$ cat src/rtcc_consts.svh
// register word indices, field positions, reset values and timing counts
`ifndef RTCC_CONSTS_SVH
`define RTCC_CONSTS_SVH
`define RTCC_IDX_TCTL 8'h04
`define RTCC_IDX_OCTL 8'h05
`define RTCC_IDX_IRQ_STAT 8'h10
`define RTCC_IDX_IRQ_CLR 8'h11
`define RTCC_IDX_IRQ_EN 8'h12
`define RTCC_IDX_ALARM 8'h13
`define RTCC_IDX_SETVAL 8'h14
`define RTCC_IDX_CAPVAL 8'h15
`define RTCC_IDX_COUNT 8'h16
`define RTCC_IDX_OSCSTAT 8'h17
`define RTCC_B_OSC_EN 7
`define RTCC_B_MISS_EN 6
`define RTCC_B_FAIL 5
`define RTCC_B_RUN 4
`define RTCC_B_AEN 3
`define RTCC_B_ALARM 2
`define RTCC_B_SET 1
`define RTCC_B_CAP 0
`define RTCC_B_AGC 7
`define RTCC_B_MODE 6
`define RTCC_B_BIAS2 5
`define RTCC_B_VALID 4
`define RTCC_B_LFO 3
`define RTCC_TCTL_RESET 8'h00
`define RTCC_OCTL_RESET 8'h00
`define RTCC_OCTL_WMASK 8'he8
`define RTCC_IRQ_W 4
`define RTCC_IRQ_ALARM 0
`define RTCC_IRQ_SET 1
`define RTCC_IRQ_CAP 2
`define RTCC_IRQ_FAIL 3
`define RTCC_SET_CYCLES 4'h2
`endif

$ cat src/rtcc_pkg.sv
// types shared by the real-time clock control block
package rtcc_pkg;
    // handshake sequencer states, gray coded along idle-load-done
    typedef enum logic [1:0] {
        RTCC_IDLE = 2'b00,
        RTCC_LOAD = 2'b01,
        RTCC_DONE = 2'b11
    } rtcc_hs_e;
    // analog oscillator controls leaving the block
    typedef struct packed {
        logic oscEnable;
        logic gainControl;
        logic crystalMode;
        logic biasDouble;
        logic lowFreqOsc;
    } rtcc_osc_s;
endpackage

$ cat src/rtcc_sync.sv
// two flip-flop synchroniser for one asynchronous level
`timescale 1ns/10ps
module rtcc_sync (
    // clock and reset
    input wire logic clock,
    input wire logic resetN,
    // level in and out
    input wire logic asyncIn,
    output logic syncOut
);
    logic meta_q; // first stage, read only by the second
    // two stages, constant reset
    always_ff @(posedge clock or negedge resetN) begin
        if (!resetN) begin
            meta_q <= 1'b0;
            syncOut <= 1'b0;
        end else begin
            meta_q <= asyncIn;
            syncOut <= meta_q;
        end
    end
endmodule // rtcc_sync

$ cat src/rtcc_timer.sv
// 32-bit clock timer with hold, load and capture
`timescale 1ns/10ps
module rtcc_timer #(
    parameter int WIDTH = 32
) (
    // clock and reset
    input wire logic clock,
    input wire logic resetN,
    // control
    input wire logic run,
    input wire logic load,
    input wire logic [WIDTH-1:0] loadValue,
    input wire logic capture,
    // results
    output logic [WIDTH-1:0] count,
    output logic [WIDTH-1:0] captured
);
    // count advances only while running; load takes priority, otherwise stopped holds the value
    always_ff @(posedge clock or negedge resetN) begin
        if (!resetN) begin
            count <= '0;
        end else if (load) begin
            count <= loadValue;
        end else if (run) begin
            count <= count + WIDTH'(1);
        end
    end
    // snapshot of the count on request
    always_ff @(posedge clock or negedge resetN) begin
        if (!resetN) begin
            captured <= '0;
        end else if (capture) begin
            captured <= count;
        end
    end
endmodule // rtcc_timer

$ cat src/rtcc_ctrl.sv
// real-time clock timer control and oscillator configuration, apb slave
//
// Behaviour
// - top control bit powers oscillator and bias
// - writing alarm position sets auto reset
// - alarm position reads live alarm event
// - alarm event lasts at most one cycle
// - set bit loads timer, then self-clears
// - capture bit copies count, then self-clears
// - top oscillator bit enables gain control
// - mode bit: zero self-oscillate, one crystal
// - bias double bit doubles oscillator bias
// - valid bit shows sufficient oscillation amplitude
// - low-frequency select overrides mode bit
// - low three oscillator bits read zero
// - oscillator register resets zero, index five
//
// Chosen here: register access over APB.
`timescale 1ns/10ps
`include "rtcc_consts.svh"
module rtcc_ctrl #(
    parameter int TW = 32
) (
    // clock and reset
    input wire logic clock,
    input wire logic reset_n,
    // apb slave
    input wire logic psel,
    input wire logic penable,
    input wire logic pwrite,
    input wire logic [11:0] paddr,
    input wire logic [31:0] pwdata,
    output logic [31:0] prdata,
    output logic pready,
    output logic pslverr,
    // oscillator pins and analog status
    input wire logic amplitudeOk,
    input wire logic missingClock,
    output rtcc_pkg::rtcc_osc_s oscCtl,
    // interrupt
    output logic irq
);
    logic rstMeta_q; // reset release stage one
    logic resetN; // synchronised reset
    logic ampSync; // amplitude ok, synchronised
    logic missSync; // missing clock, synchronised
    logic [7:0] tctl_q; // control bits other than live ones
    logic [7:0] octl_q; // oscillator control storage
    logic alarmEvt_q; // one-cycle alarm event
    logic failFlag_q; // sticky oscillator failure
    logic [TW-1:0] alarm_q; // alarm compare value
    logic [TW-1:0] setVal_q; // value for set operation
    logic [`RTCC_IRQ_W-1:0] irqStat_q; // sticky events
    logic [`RTCC_IRQ_W-1:0] irqEn_q; // event enables
    rtcc_pkg::rtcc_hs_e setSt_q; // set handshake state
    logic capBusy_q; // capture in progress
    logic [TW-1:0] count; // live timer count
    logic [TW-1:0] captured; // captured count
    logic wrEn; // apb write access phase
    logic [9:0] idx; // word index
    logic [7:0] tctlRd; // control read view
    logic [7:0] octlRd; // oscillator read view
    logic [31:0] rdData; // read mux
    logic mapped; // address hits a register
    logic alarmHit; // compare match
    logic setDone; // set finishing pulse
    logic capDone; // capture finishing pulse
    logic [`RTCC_IRQ_W-1:0] events; // this cycle's events

    // release reset through two stages; assert stays asynchronous
    always_ff @(posedge clock or negedge reset_n) begin
        if (!reset_n) begin
            rstMeta_q <= 1'b0;
            resetN <= 1'b0;
        end else begin
            rstMeta_q <= 1'b1;
            resetN <= rstMeta_q;
        end
    end

    // outside levels pass two flip-flops before use
    rtcc_sync uAmp (
        .clock(clock),
        .resetN(resetN),
        .asyncIn(amplitudeOk),
        .syncOut(ampSync)
    );
    rtcc_sync uMiss (
        .clock(clock),
        .resetN(resetN),
        .asyncIn(missingClock),
        .syncOut(missSync)
    );

    // bus decode; zero-wait slave, word aligned
    assign idx = paddr[11:2];
    assign wrEn = psel && penable && pwrite;
    assign setDone = (setSt_q == rtcc_pkg::RTCC_DONE);
    assign capDone = capBusy_q;
    assign alarmHit = tctl_q[`RTCC_B_AEN] && (count == alarm_q)
        && tctl_q[`RTCC_B_RUN];

    // timer core; auto reset loads zero on the match edge itself,
    // so the count never runs past the alarm value
    rtcc_timer #(.WIDTH(TW)) uTimer (
        .clock(clock),
        .resetN(resetN),
        .run(tctl_q[`RTCC_B_RUN]),
        .load(setSt_q == rtcc_pkg::RTCC_LOAD || (alarmHit
            && tctl_q[`RTCC_B_ALARM])),
        .loadValue((setSt_q == rtcc_pkg::RTCC_LOAD) ? setVal_q : '0),
        .capture(capBusy_q),
        .count(count),
        .captured(captured)
    );

    // control register: stored bits, set and capture self-clear
    always_ff @(posedge clock or negedge resetN) begin
        if (!resetN) begin
            tctl_q <= `RTCC_TCTL_RESET;
        end else begin
            if (wrEn && idx == 10'(`RTCC_IDX_TCTL)) begin
                tctl_q[`RTCC_B_OSC_EN] <= pwdata[`RTCC_B_OSC_EN];
                tctl_q[`RTCC_B_MISS_EN] <= pwdata[`RTCC_B_MISS_EN];
                tctl_q[`RTCC_B_RUN] <= pwdata[`RTCC_B_RUN];
                tctl_q[`RTCC_B_AEN] <= pwdata[`RTCC_B_AEN];
                // write side of the alarm position is auto reset
                tctl_q[`RTCC_B_ALARM] <= pwdata[`RTCC_B_ALARM];
            end
            // set and capture: write 1 starts, hardware clears
            if (wrEn && idx == 10'(`RTCC_IDX_TCTL)
                && pwdata[`RTCC_B_SET] && setSt_q == rtcc_pkg::RTCC_IDLE) begin
                tctl_q[`RTCC_B_SET] <= 1'b1;
            end else if (setDone) begin
                tctl_q[`RTCC_B_SET] <= 1'b0;
            end
            if (wrEn && idx == 10'(`RTCC_IDX_TCTL)
                && pwdata[`RTCC_B_CAP] && !capBusy_q) begin
                tctl_q[`RTCC_B_CAP] <= 1'b1;
            end else if (capDone) begin
                tctl_q[`RTCC_B_CAP] <= 1'b0;
            end
            tctl_q[`RTCC_B_FAIL] <= 1'b0; // live flag kept apart
        end
    end

    // set sequencer: start, one load cycle, done clears the bit
    always_ff @(posedge clock or negedge resetN) begin
        if (!resetN) begin
            setSt_q <= rtcc_pkg::RTCC_IDLE;
        end else begin
            case (setSt_q)
                rtcc_pkg::RTCC_IDLE: begin
                    if (tctl_q[`RTCC_B_SET]) begin
                        setSt_q <= rtcc_pkg::RTCC_LOAD;
                    end
                end
                rtcc_pkg::RTCC_LOAD: begin
                    setSt_q <= rtcc_pkg::RTCC_DONE;
                end
                rtcc_pkg::RTCC_DONE: begin
                    setSt_q <= rtcc_pkg::RTCC_IDLE;
                end
                default: begin
                    setSt_q <= rtcc_pkg::RTCC_IDLE;
                end
            endcase
        end
    end

    // capture takes one cycle once requested
    always_ff @(posedge clock or negedge resetN) begin
        if (!resetN) begin
            capBusy_q <= 1'b0;
        end else begin
            capBusy_q <= tctl_q[`RTCC_B_CAP] && !capBusy_q;
        end
    end

    // alarm event: a single-cycle pulse, never held
    always_ff @(posedge clock or negedge resetN) begin
        if (!resetN) begin
            alarmEvt_q <= 1'b0;
        end else begin
            alarmEvt_q <= alarmHit && !alarmEvt_q;
        end
    end

    // failure flag: detector set wins over software clear
    always_ff @(posedge clock or negedge resetN) begin
        if (!resetN) begin
            failFlag_q <= 1'b0;
        end else if (missSync && tctl_q[`RTCC_B_MISS_EN]) begin
            failFlag_q <= 1'b1;
        end else if (wrEn && idx == 10'(`RTCC_IDX_TCTL)
            && !pwdata[`RTCC_B_FAIL]) begin
            failFlag_q <= 1'b0;
        end
    end

    // oscillator control: only writable bits stored
    always_ff @(posedge clock or negedge resetN) begin
        if (!resetN) begin
            octl_q <= `RTCC_OCTL_RESET;
        end else if (wrEn && idx == 10'(`RTCC_IDX_OCTL)) begin
            octl_q <= pwdata[7:0] & `RTCC_OCTL_WMASK;
        end
    end

    // software value registers
    always_ff @(posedge clock or negedge resetN) begin
        if (!resetN) begin
            alarm_q <= '0;
            setVal_q <= '0;
        end else if (wrEn && idx == 10'(`RTCC_IDX_ALARM)) begin
            alarm_q <= pwdata[TW-1:0];
        end else if (wrEn && idx == 10'(`RTCC_IDX_SETVAL)) begin
            setVal_q <= pwdata[TW-1:0];
        end
    end

    // interrupt status: events set, write-one clears, set wins
    assign events = {failFlag_q, capDone, setDone, alarmEvt_q};
    always_ff @(posedge clock or negedge resetN) begin
        if (!resetN) begin
            irqStat_q <= '0;
            irqEn_q <= '0;
        end else begin
            if (wrEn && idx == 10'(`RTCC_IDX_IRQ_CLR)) begin
                irqStat_q <= (irqStat_q & ~pwdata[`RTCC_IRQ_W-1:0]) | events;
            end else begin
                irqStat_q <= irqStat_q | events;
            end
            if (wrEn && idx == 10'(`RTCC_IDX_IRQ_EN)) begin
                irqEn_q <= pwdata[`RTCC_IRQ_W-1:0];
            end
        end
    end

    // read views
    always_comb begin
        tctlRd = tctl_q;
        tctlRd[`RTCC_B_FAIL] = failFlag_q;
        tctlRd[`RTCC_B_ALARM] = alarmEvt_q;
        octlRd = octl_q;
        octlRd[`RTCC_B_VALID] = ampSync;
        octlRd[2:0] = 3'h0;
    end

    // read mux; unmapped reads zero with an error
    always_comb begin
        rdData = 32'h0;
        mapped = 1'b1;
        case (idx)
            10'(`RTCC_IDX_TCTL): rdData = {24'h0, tctlRd};
            10'(`RTCC_IDX_OCTL): rdData = {24'h0, octlRd};
            10'(`RTCC_IDX_IRQ_STAT): rdData = 32'(irqStat_q);
            10'(`RTCC_IDX_IRQ_CLR): rdData = 32'h0;
            10'(`RTCC_IDX_IRQ_EN): rdData = 32'(irqEn_q);
            10'(`RTCC_IDX_ALARM): rdData = 32'(alarm_q);
            10'(`RTCC_IDX_SETVAL): rdData = 32'(setVal_q);
            10'(`RTCC_IDX_CAPVAL): rdData = 32'(captured);
            10'(`RTCC_IDX_COUNT): rdData = 32'(count);
            default: mapped = 1'b0;
        endcase
    end

    // registered apb answer: ready in the access phase's first cycle
    always_ff @(posedge clock or negedge resetN) begin
        if (!resetN) begin
            pready <= 1'b0;
            prdata <= 32'h0;
            pslverr <= 1'b0;
        end else begin
            pready <= psel && !penable;
            prdata <= rdData;
            pslverr <= psel && !penable && !mapped;
        end
    end

    // oscillator outputs and interrupt, all registered
    always_ff @(posedge clock or negedge resetN) begin
        if (!resetN) begin
            oscCtl <= '0;
            irq <= 1'b0;
        end else begin
            oscCtl.oscEnable <= tctl_q[`RTCC_B_OSC_EN];
            oscCtl.gainControl <= octl_q[`RTCC_B_AGC];
            oscCtl.crystalMode <= octl_q[`RTCC_B_MODE]
                && !octl_q[`RTCC_B_LFO];
            oscCtl.biasDouble <= octl_q[`RTCC_B_BIAS2];
            oscCtl.lowFreqOsc <= octl_q[`RTCC_B_LFO];
            irq <= |(irqStat_q & irqEn_q);
        end
    end
endmodule // rtcc_ctrl

$ cat config.mk
export PLATFORM = sky130hd
export DESIGN_NAME = rtcc_ctrl
export DESIGN_NICKNAME = d
export VERILOG_FILES = /design/src/rtcc_pkg.sv /design/src/rtcc_sync.sv /design/src/rtcc_timer.sv /design/src/rtcc_ctrl.sv
export VERILOG_INCLUDE_DIRS = /design/src /design/src/src
export SDC_FILE = /design/constraint.sdc
export NUM_CORES = 1
export LEC_CHECK = 0
export ABC_AREA = 1
export BUFFER_PORTS_ARGS = -buffer_cell sky130_fd_sc_hd__clkbuf_2
export CAP_MARGIN = 20
export CORE_MARGIN = 5
export CORE_UTILIZATION = 40
export CTS_CLUSTER_DIAMETER = 120
export CTS_CLUSTER_SIZE = 8
export DETAILED_ROUTE_END_ITERATION = 16
export GPL_TIMING_DRIVEN = 0
export PLACE_DENSITY_LB_ADDON = 0.08
export REMOVE_ABC_BUFFERS = 1
export SLEW_MARGIN = 20
export SYNTH_ARGS = -nofsm -noshare
export SYNTH_HDL_FRONTEND = slang
export SYNTH_SLANG_ARGS = --single-unit
$ cat constraint.sdc
create_clock -name clock -period 18.6 [get_ports clock]
set_input_delay 1.86 -clock clock [delete_from_list [all_inputs] [get_ports clock]]
set_output_delay 1.86 -clock clock [all_outputs]
set_load 0.02 [all_outputs]
**Word level (Yosys, flattened, before mapping)**

Cells that the tools add are included.

- Flip-flop bits (word level): 198
- Bits of input ports: 51
- Output and inout port bits: 40

- Add/subtract/negate cells: 1
- Eq/ne operators: 13
- Multiplexer cells: 14
- Bitwise operators: 6
- Reductions and logical operators: 37

Operators with widths:

| kind | count |
|---|---|
| case mux 32 bit (8 select lines) | 1 |
| two-way mux 32 bit | 3 |
| equality test 10 x 5 -> 1 bit (second input constant) | 7 |
| adder 32 x 1 -> 32 bit (second input constant) | 1 |
| equality test 32 bit | 1 |
| logical AND 1 bit | 22 |
| equality test 10 x 3 -> 1 bit (second input constant) | 2 |
| OR reduction 9 bit | 1 |
| AND 4 bit | 2 |
| OR 4 bit | 2 |
| nonzero test 2 bit | 4 |
| two-way mux 1 bit | 7 |
| logical NOT 1 bit | 6 |
| two-way mux 4 bit | 1 |
| inverter 4 bit | 1 |
| case mux 2 bit (2 select lines) | 1 |
| OR reduction 4 bit | 1 |
| equality test 2 x 1 -> 1 bit (second input constant) | 1 |
| equality test 2 bit (second input constant) | 1 |
| logical NOT 2 bit | 1 |
| two-way mux 2 bit | 1 |
| != test 2 bit (second input constant) | 1 |
| AND reduction 2 bit | 1 |
| logical OR 1 bit | 1 |
| inverter 1 bit | 1 |

**Longest topological paths before layout**

Gate-level depths: netlist of the first run.

- Word-level depth: 6
- Mapped depth: 13
- Depth with buffers taken out: 11

**Cells and area by module**

Synthesis of the first run repeated with hierarchy kept, for this count alone.

- Cell total of the unflattened synthesis: 1315
- Area, all modules: 10248.6 um2

By module, submodules not included:

| module | instances | cells each | area each (um2) | sequential area each (um2) |
|---|---|---|---|---|
| rtcc_ctrl | 1 | 900 | 6786.5 | 3253.1 |
| rtcc_timer | 1 | 411 | 3362.0 | 1601.5 |
| rtcc_sync | 2 | 2 | 50.0 | 50.0 |

**Worst setup path before layout of the first run**

No wires, ideal clock.

- Path type: input-to-reg
- Start point: in paddr[7]
- End point: reg setVal_q[10]
- Arrival: 2.879 ns
- Data required time: 18.470 ns
- Slack: 15.591 ns
- Stages on the path: 11
- Cells stage by stage: nor2_1 > nand2_2 > inv_2 > nand2_2 > nor2_4 > nand2_1 > inv_2 > nand2_4 > clkbuf_1 > nand2_1 > o21ai_0

- Word-level cells in the longest chain between the ends: 4
- Elaborated cells on any way between the ends: 6
- Those cells by class: 2 x eq/ne; 1 x bitwise; 3 x reduce/logical

RTL lines:

| what | RTL line | RTL |
|---|---|---|
| start, declared | rtcc_ctrl.sv:31 | `input wire logic [11:0] paddr,` |
| equality test 10 x 5 -> 1 bit | rtcc_ctrl.sv:215 | `` end else if (wrEn && idx == 10'(`RTCC_IDX_ALARM)) begin `` |
| logical AND 1 bit | rtcc_ctrl.sv:215 |  |
| inverter 1 bit (no line) | - |  |
| AND reduction 2 bit (no line) * | - |  |
| end signal, assigned | rtcc_ctrl.sv:218 | `setVal_q <= pwdata[TW-1:0];` |
| end, declared | rtcc_ctrl.sv:52 | `logic [TW-1:0] setVal_q;` |

Every way passes the cells marked *; elsewhere a longest branch is shown, timed or not.
A chain may end at the register's enable or synchronous reset.

**Final worst setup path of the first run**

- Start point: in paddr[7]
- End point: reg setVal_q[29]

The elaborated chain is that of the path after synthesis.

==> out/metrics.csv, run 1 <==
stage,metric,value,unit
run_status,status,completed,
final_layout,"commonest non-fill, non-tap cell in the layout",nand2_1,
timing,setup TNS,0,ns
timing,Hold Worst Slack,0.2481,ns
synth,Post-Syn Instances,1270,
floorplanning,FP Rows,57,
timing,Slew @ Worst Pin,0.9059,ns
detailed_routing,final WL,29.79,mm
detailed_routing,TritonRoute pass-1 iters,5,
synth,post-synthesis mux area share,0,%
detailed_routing,WL per Instance,17.86,um
power,VDD IR max,0.04992,mV
synth,Seq cells post-synth,198,
global_route,total gr overflow,0,
timing,max frequency,263.6,MHz
synth,"Avg Cell Area, Syn",7.860,um^2
synth,Synth Area in XOR/XNOR,1.579,%
synth,Netlist cell types,44,
global_route,global-route wire length before repair,48.06,mm
clock_network,Hold Buf Count CTS,0,
synth,Post-Synth Adder-Cell Area,0.1253,%
floorplanning,initial core utilization,40.81,%
detailed_routing,post-route ant nets,0,
global_route,total track usage,21.52,%
synth,Post-synth EDFFs,0,
final_layout,Final Core Density,46.44,%
floorplanning,Core Region,0.02446,mm^2
detailed_routing,DR DRC count,0,
final_layout,Nets,1383,
critical_path,Crit Path Max Fanout,64,
synth,synthesized cell area,0.009982,mm^2
clock_network,CTS tree,yes,
timing,pins over their slew limit,0,
clock_network,Root Driver,clkbuf_16,
placed_design,gp weighted congestion,0.9181,
critical_path,WP data required,18.93,ns
synth,Yosys top cell by area,dfrtp_1,
floorplanning,Die Height,168.0,um
synth,area share of the largest cell type after synthesis,49.64,%
clock_network,"Reg clk slew, reported paths",0.08,ns
timing,Final min period,3.794,ns
clock_network,CTS H-tree lvls,4,
power,Leak Pwr,5.407,nW
clock_network,CTS sink cnt,198,
timing,Max-slew headroom,39.23,%
global_route,GR Util met1,32.28,%
power,PwrDens,90.73,mW/mm^2
timing,final setup violation count,0,
global_route,global routing's busiest layer,met2,
clock_network,TritonCTS Buffers,17,
critical_path,Critical Path AT,4.12,ns
timing,unrepaired setup endpoints after global routing,false,
synth,Main synth FF type,dfrtp_1,
synth,"top cells by area, synth","dfrtp_1 50%, nand2_1 13%, inv_1 5.8%",
min_path,Hold Crit Class,flip-flop to async pin,
floorplanning,Chip Width,168.0,um
timing,final hold violation count,0,
synth,Post-Synth Simple-Gate Area,24.79,%
synth,register area share after synthesis,49.64,%
job,Max-Cap Viols,0,
detailed_routing,Vias,8574,
final_layout,diode count,0,
clock_network,"Clk Latency, worst-skew pair",0.44,ns
power,Total Power,1.031,mW
final_layout,"commonest cells after routing, fill and taps aside","336 x nand2_1, 196 x dfrtp_1, 153 x inv_1",
floorplanning,die area,0.02821,mm^2
detailed_routing,initial DRC count,749,
placed_design,port bufs,88,
global_route,number of global-route vias before repair,8354,
global_route,largest net degree at the start of global routing,65,
global_route,met2 global-route usage,33.30,%
timing,clock skew,0.01268,ns
detailed_routing,Vias/cell,5.140,
synth,yosys warns,0,
clock_network,# resized after CTS,0,
critical_path,kind of critical path,primary input to flip-flop,
global_route,initial antenna violation count,1,
final_layout,P&R area growth vs syn,13.81,%
synth,asr flop ratio synth,100.0,%
critical_path,CP Capture Type,flip-flop,
clock_network,clock buffer depth,2,
final_layout,layout cells sized above 1,13.47,%
placed_design,detailed-placement wirelength estimate,21.33,mm
floorplanning,Ports,91,
synth,largest family of logic cells by synthesized area,simple AND/OR/NAND/NOR gates,
timing,crit share post-route,20.40,%
synth,Compound-Gate Fraction of Synth Area,14.69,%
critical_path,crit path launch type,primary input,
global_route,met3 Use GR,3.447,%
clock_network,"Setup Fix Bufs, Post-CTS",0,
## power breakdown
group          internal (mW)  total (mW)  leakage, nW  switching, mW
sequential             0.450       0.488         2.68         0.0376
clock                  0.199       0.376        0.288          0.177
combinational         0.0605       0.167         2.44          0.107
total                  0.710        1.03         5.41          0.321
## registers in the layout, indices dropped and copies added, names as in the netlist, 2 cells and up
signal           count
alarm_q             32
prdata              32
setVal_q            32
uTimer.captured     32
uTimer.count        32
tctl_q               7
oscCtl               5
irqEn_q              4
irqStat_q            4
octl_q               4
setSt_q              2
## critical path: stages
cell and delay (ns):
clkbuf_2 0.08, nor2_1 0.12, nand2_2 0.10, inv_2 0.06
nand2_2 0.10, nor2_4 0.14, nand2_1 0.09, inv_2 0.60
nand2_4 0.59, o21ai_0 0.36
## metrics by stage
stage / area [um^2] / setup slack (ns) / instances
2_1_floorplan: 9702 / 12.67 / 1215
3_3_place_gp: 10550 / 10.04 / 1627
3_5_place_dp: 10730 / 14.05 / 1634
4_1_cts: 11320 / 14.51 / 1666
5_1_grt: 11360 / 14.56 / 1668
6_report: 11360 / 14.81 / 1668
## path summary, 6_finish.rpt
path / to / slack, ns / cells after the start / from
max: setVal_q[29]$_DFFE_PN0P_ / 14.81 / 10 / paddr[7]
min in group clock: resetN$_DFF_PN0_ / 0.35 / 0 / rstMeta_q$_DFF_PN0_
min: prdata[8]$_DFF_PN0_ / 0.25 / 0 / resetN$_DFF_PN0_
min reg2reg: prdata[8]$_DFF_PN0_ / 0.25 / 0 / resetN$_DFF_PN0_
max reg2reg: uTimer.count[8]$_DFFE_PN0P_ / 16.06 / 11 / uTimer.count[18]$_DFFE_PN0P_
max in group asynchronous: capBusy_q$_DFF_PN0_ / 17.19 / 3 / resetN$_DFF_PN0_
## cell usage after synthesis, types with 2 or more instances
cell type  number
nand2_1       336
dfrtp_1       198
inv_1         155
o21ai_0       114
nor2_1        103
a21oi_1        66
nand3_1        60
clkbuf_1       22
a22oi_1        19
buf_2          19
nand4_1        19
nor3_1         19
o221ai_1       19
o21ai_1        15
xor2_1         14
inv_2          11
o2111ai_1       9
nand2_2         7
buf_4           6
o22ai_1         6
nand3_2         5
nor2_2          5
nor2_4          5
clkbuf_2        4
xnor2_1         4
buf_6           3
nand2_4         3
nor3_2          3
or2_2           3
a21oi_2         2
nor4_1          2
o211ai_1        2
## layout make-up
type                    count  area, um^2
well taps                 324       405.4
repair buffers             97       640.6
multi-input cells         849        4139
clock inverters            11       113.9
clock buffers              21       470.5
fillers                  2436       13100
inverters                 168       631.9
flip-flops and latches    198        4960
## cell families after synthesis
kind of cell	count (synthesis)
other	1
xor gates and xnor gates	18
and+or+nand+nor	574
AOI/OAI and AO/OA	255
buffers and inverters	223
DFF	198
adders and majority gates	1
## routing by layer
metal	share of wire, %	routed length [um]
met3	5.4	1599
met5	0	0
met1	48	14350
met2	45	13540
met4	1.0	298
Power figures use the tool's default switching activity.
==> run 2: changes to the inputs <==
==> constraint.sdc (replaced) <==
create_clock -name clock -period 3.43 [get_ports clock]
set_input_delay 0.343 -clock clock [delete_from_list [all_inputs] [get_ports clock]]
set_output_delay 0.343 -clock clock [all_outputs]
set_load 0.02 [all_outputs]
==> out/metrics.csv, run 2 (synthesized netlist as in run 1, its figures left out) <==
stage,metric,value,unit
placed_design,gp weighted congestion,0.9181,
final_layout,"commonest non-fill, non-tap cell in the layout",nand2_1,
critical_path,Critical Path AT,2.86,ns
global_route,largest net degree at the start of global routing,65,
clock_network,TritonCTS Buffers,17,
timing,max frequency,393.7,MHz
placed_design,port bufs,88,
global_route,total track usage,21.57,%
final_layout,Final Core Density,46.57,%
detailed_routing,Vias/cell,5.117,
timing,setup TNS,0,ns
critical_path,critical-path cell list,inv_2 > nand2_1 > nand2_1 > nor2_1 > nand2_1 > nor2_1 > nand2_1 > nor2_2 > nand3_2 > nand3_1 > a21oi_1,
critical_path,CP Capture Type,flip-flop,
floorplanning,die area,0.02821,mm^2
critical_path,Crit path largest cell delay,0.60,ns
detailed_routing,initial DRC count,819,
timing,pins over their slew limit,0,
placed_design,Placed Cells incl. Taps,1634,
placed_design,pre-CTS setup slack,0.3966,ns
final_layout,P&R area growth vs syn,14.11,%
clock_network,CTS sink cnt,198,
detailed_routing,post-route ant nets,0,
timing,Final min period,2.540,ns
global_route,number of global-route vias before repair,8375,
timing,crit share post-route,74.06,%
floorplanning,Die Height,168.0,um
min_path,Min-Delay Startpoint,penable,
global_route,global-route wire length before repair,48.18,mm
power,VDD IR max,0.2709,mV
final_layout,Layout Cells excl Fill,1671,
timing,final worst slack,0.8899,ns
critical_path,crit path launch type,flip-flop,
floorplanning,Chip Width,168.0,um
power,PwrDens,491.1,mW/mm^2
global_route,initial antenna violation count,1,
floorplanning,FP Rows,57,
critical_path,Crit Path Max Fanout,32,
critical_path,CP startpoint,uTimer.count[18]$_DFFE_PN0P_,
global_route,total gr overflow,0,
critical_path,CP max stage cell,dfrtp_1,
final_layout,diode count,0,
timing,final hold violation count,0,
clock_network,clock buffer depth,2,
floorplanning,Ports,91,
timing,final setup violation count,0,
clock_network,CTS tree,yes,
floorplanning,initial core utilization,40.81,%
timing,unrepaired setup endpoints after global routing,false,
placed_design,detailed-placement wirelength estimate,21.33,mm
timing,clock skew,0.01270,ns
final_layout,"commonest cells after routing, fill and taps aside","336 x nand2_1, 196 x dfrtp_1, 153 x inv_1",
run_status,status,completed,
detailed_routing,TritonRoute pass-1 iters,6,
clock_network,"Reg clk slew, reported paths",0.07,ns
clock_network,Root Driver,clkbuf_16,
critical_path,kind of critical path,flip-flop to flip-flop,
job,Max-Cap Viols,0,
final_layout,layout cells sized above 1,13.44,%
detailed_routing,Vias,8550,
timing,Slew @ Worst Pin,0.9023,ns
final_layout,Nets,1386,
floorplanning,Core Region,0.02446,mm^2
power,Leak Pwr,5.419,nW
clock_network,CTS H-tree lvls,4,
clock_network,"Clk Latency, worst-skew pair",0.44,ns
detailed_routing,WL per Instance,17.86,um
critical_path,Reg-to-Reg Start,uTimer.count[18]$_DFFE_PN0P_,
min_path,Hold Crit Class,primary input to flip-flop,
detailed_routing,DR DRC count,0,
detailed_routing,final WL,29.85,mm
critical_path,Critical Path Most Common Cell,nand2_1,
timing,Max-slew headroom,39.47,%
critical_path,WP data required,3.75,ns
run 2: changes by cell type in the layout (fill, tap and decap cells not counted):
cell | before | now
dlygate4sd3_1 | 0 | 3
run 2: layout make-up:
class                      instances  area [um^2]
clock inverter                    11        113.9
tap                              324        405.4
timing repair buffer             100        670.6
multi-input combinational        849         4139
sequential                       198         4960
fill                            2434        13070
inverter                         168        631.9
clock buffer                      21        470.5
run 2: metal layers:
metal | global-route usage (%) | vias to the layer above | wire (um)
met4 | 4.093 | 0 | 298
li1 | - | 4248 | -
met1 | 32.33 | 4079 | 14480
met3 | 3.447 | 25 | 1473
met5 | 0 | - | 0
met2 | 33.40 | 198 | 13600
run 2: what timing repair did:
action                                  in CTS  in global routing
hold buffers                                 3                  0
gates resized for setup                      0                  0
endpoints found under the setup margin       0                  0
endpoints found under the hold margin        4                  0
buffers inserted                             0                  0
run 2: stage by stage:
stage | hold slack, ns | instance area (um^2) | total power [mW]
after floorplan | 0.04741 | 9702 | 3.259
after global placement | 0.1290 | 10550 | 3.554
after detailed placement | 0.1351 | 10730 | 3.584
after CTS | 0.07352 | 11350 | 5.621
after global routing | 0.06762 | 11390 | 5.893
final | 0.07975 | 11390 | 5.594
run 2: worst paths after layout:
check,slack (ns),cells past startpoint,to
max reg2reg,0.89,11,uTimer.count[8]$_DFFE_PN0P_
min reg2reg,0.25,0,prdata[8]$_DFF_PN0_
max in group asynchronous,2.02,3,capBusy_q$_DFF_PN0_
max,0.89,11,uTimer.count[8]$_DFFE_PN0P_
min,0.08,2,pready$_DFF_PN0_
min in group asynchronous,0.22,2,resetN$_DFF_PN0_
run 2: report_power, final:
group          internal, mW  leakage (nW)  switching, mW
Combinational         0.330          2.45          0.582
Clock                  1.08         0.288          0.956
Sequential             2.44          2.68          0.205
Total                  3.85          5.42           1.74
run 2: critical path: cells and delay by family, from the launching register on:
family / cells / cell delay, ns
AOI/OAI and AO/OA: 1 / 0.09
and+or+nand+nor: 9 / 1.58
DFF: 1 / 0.60
buffers and inverters: 1 / 0.13
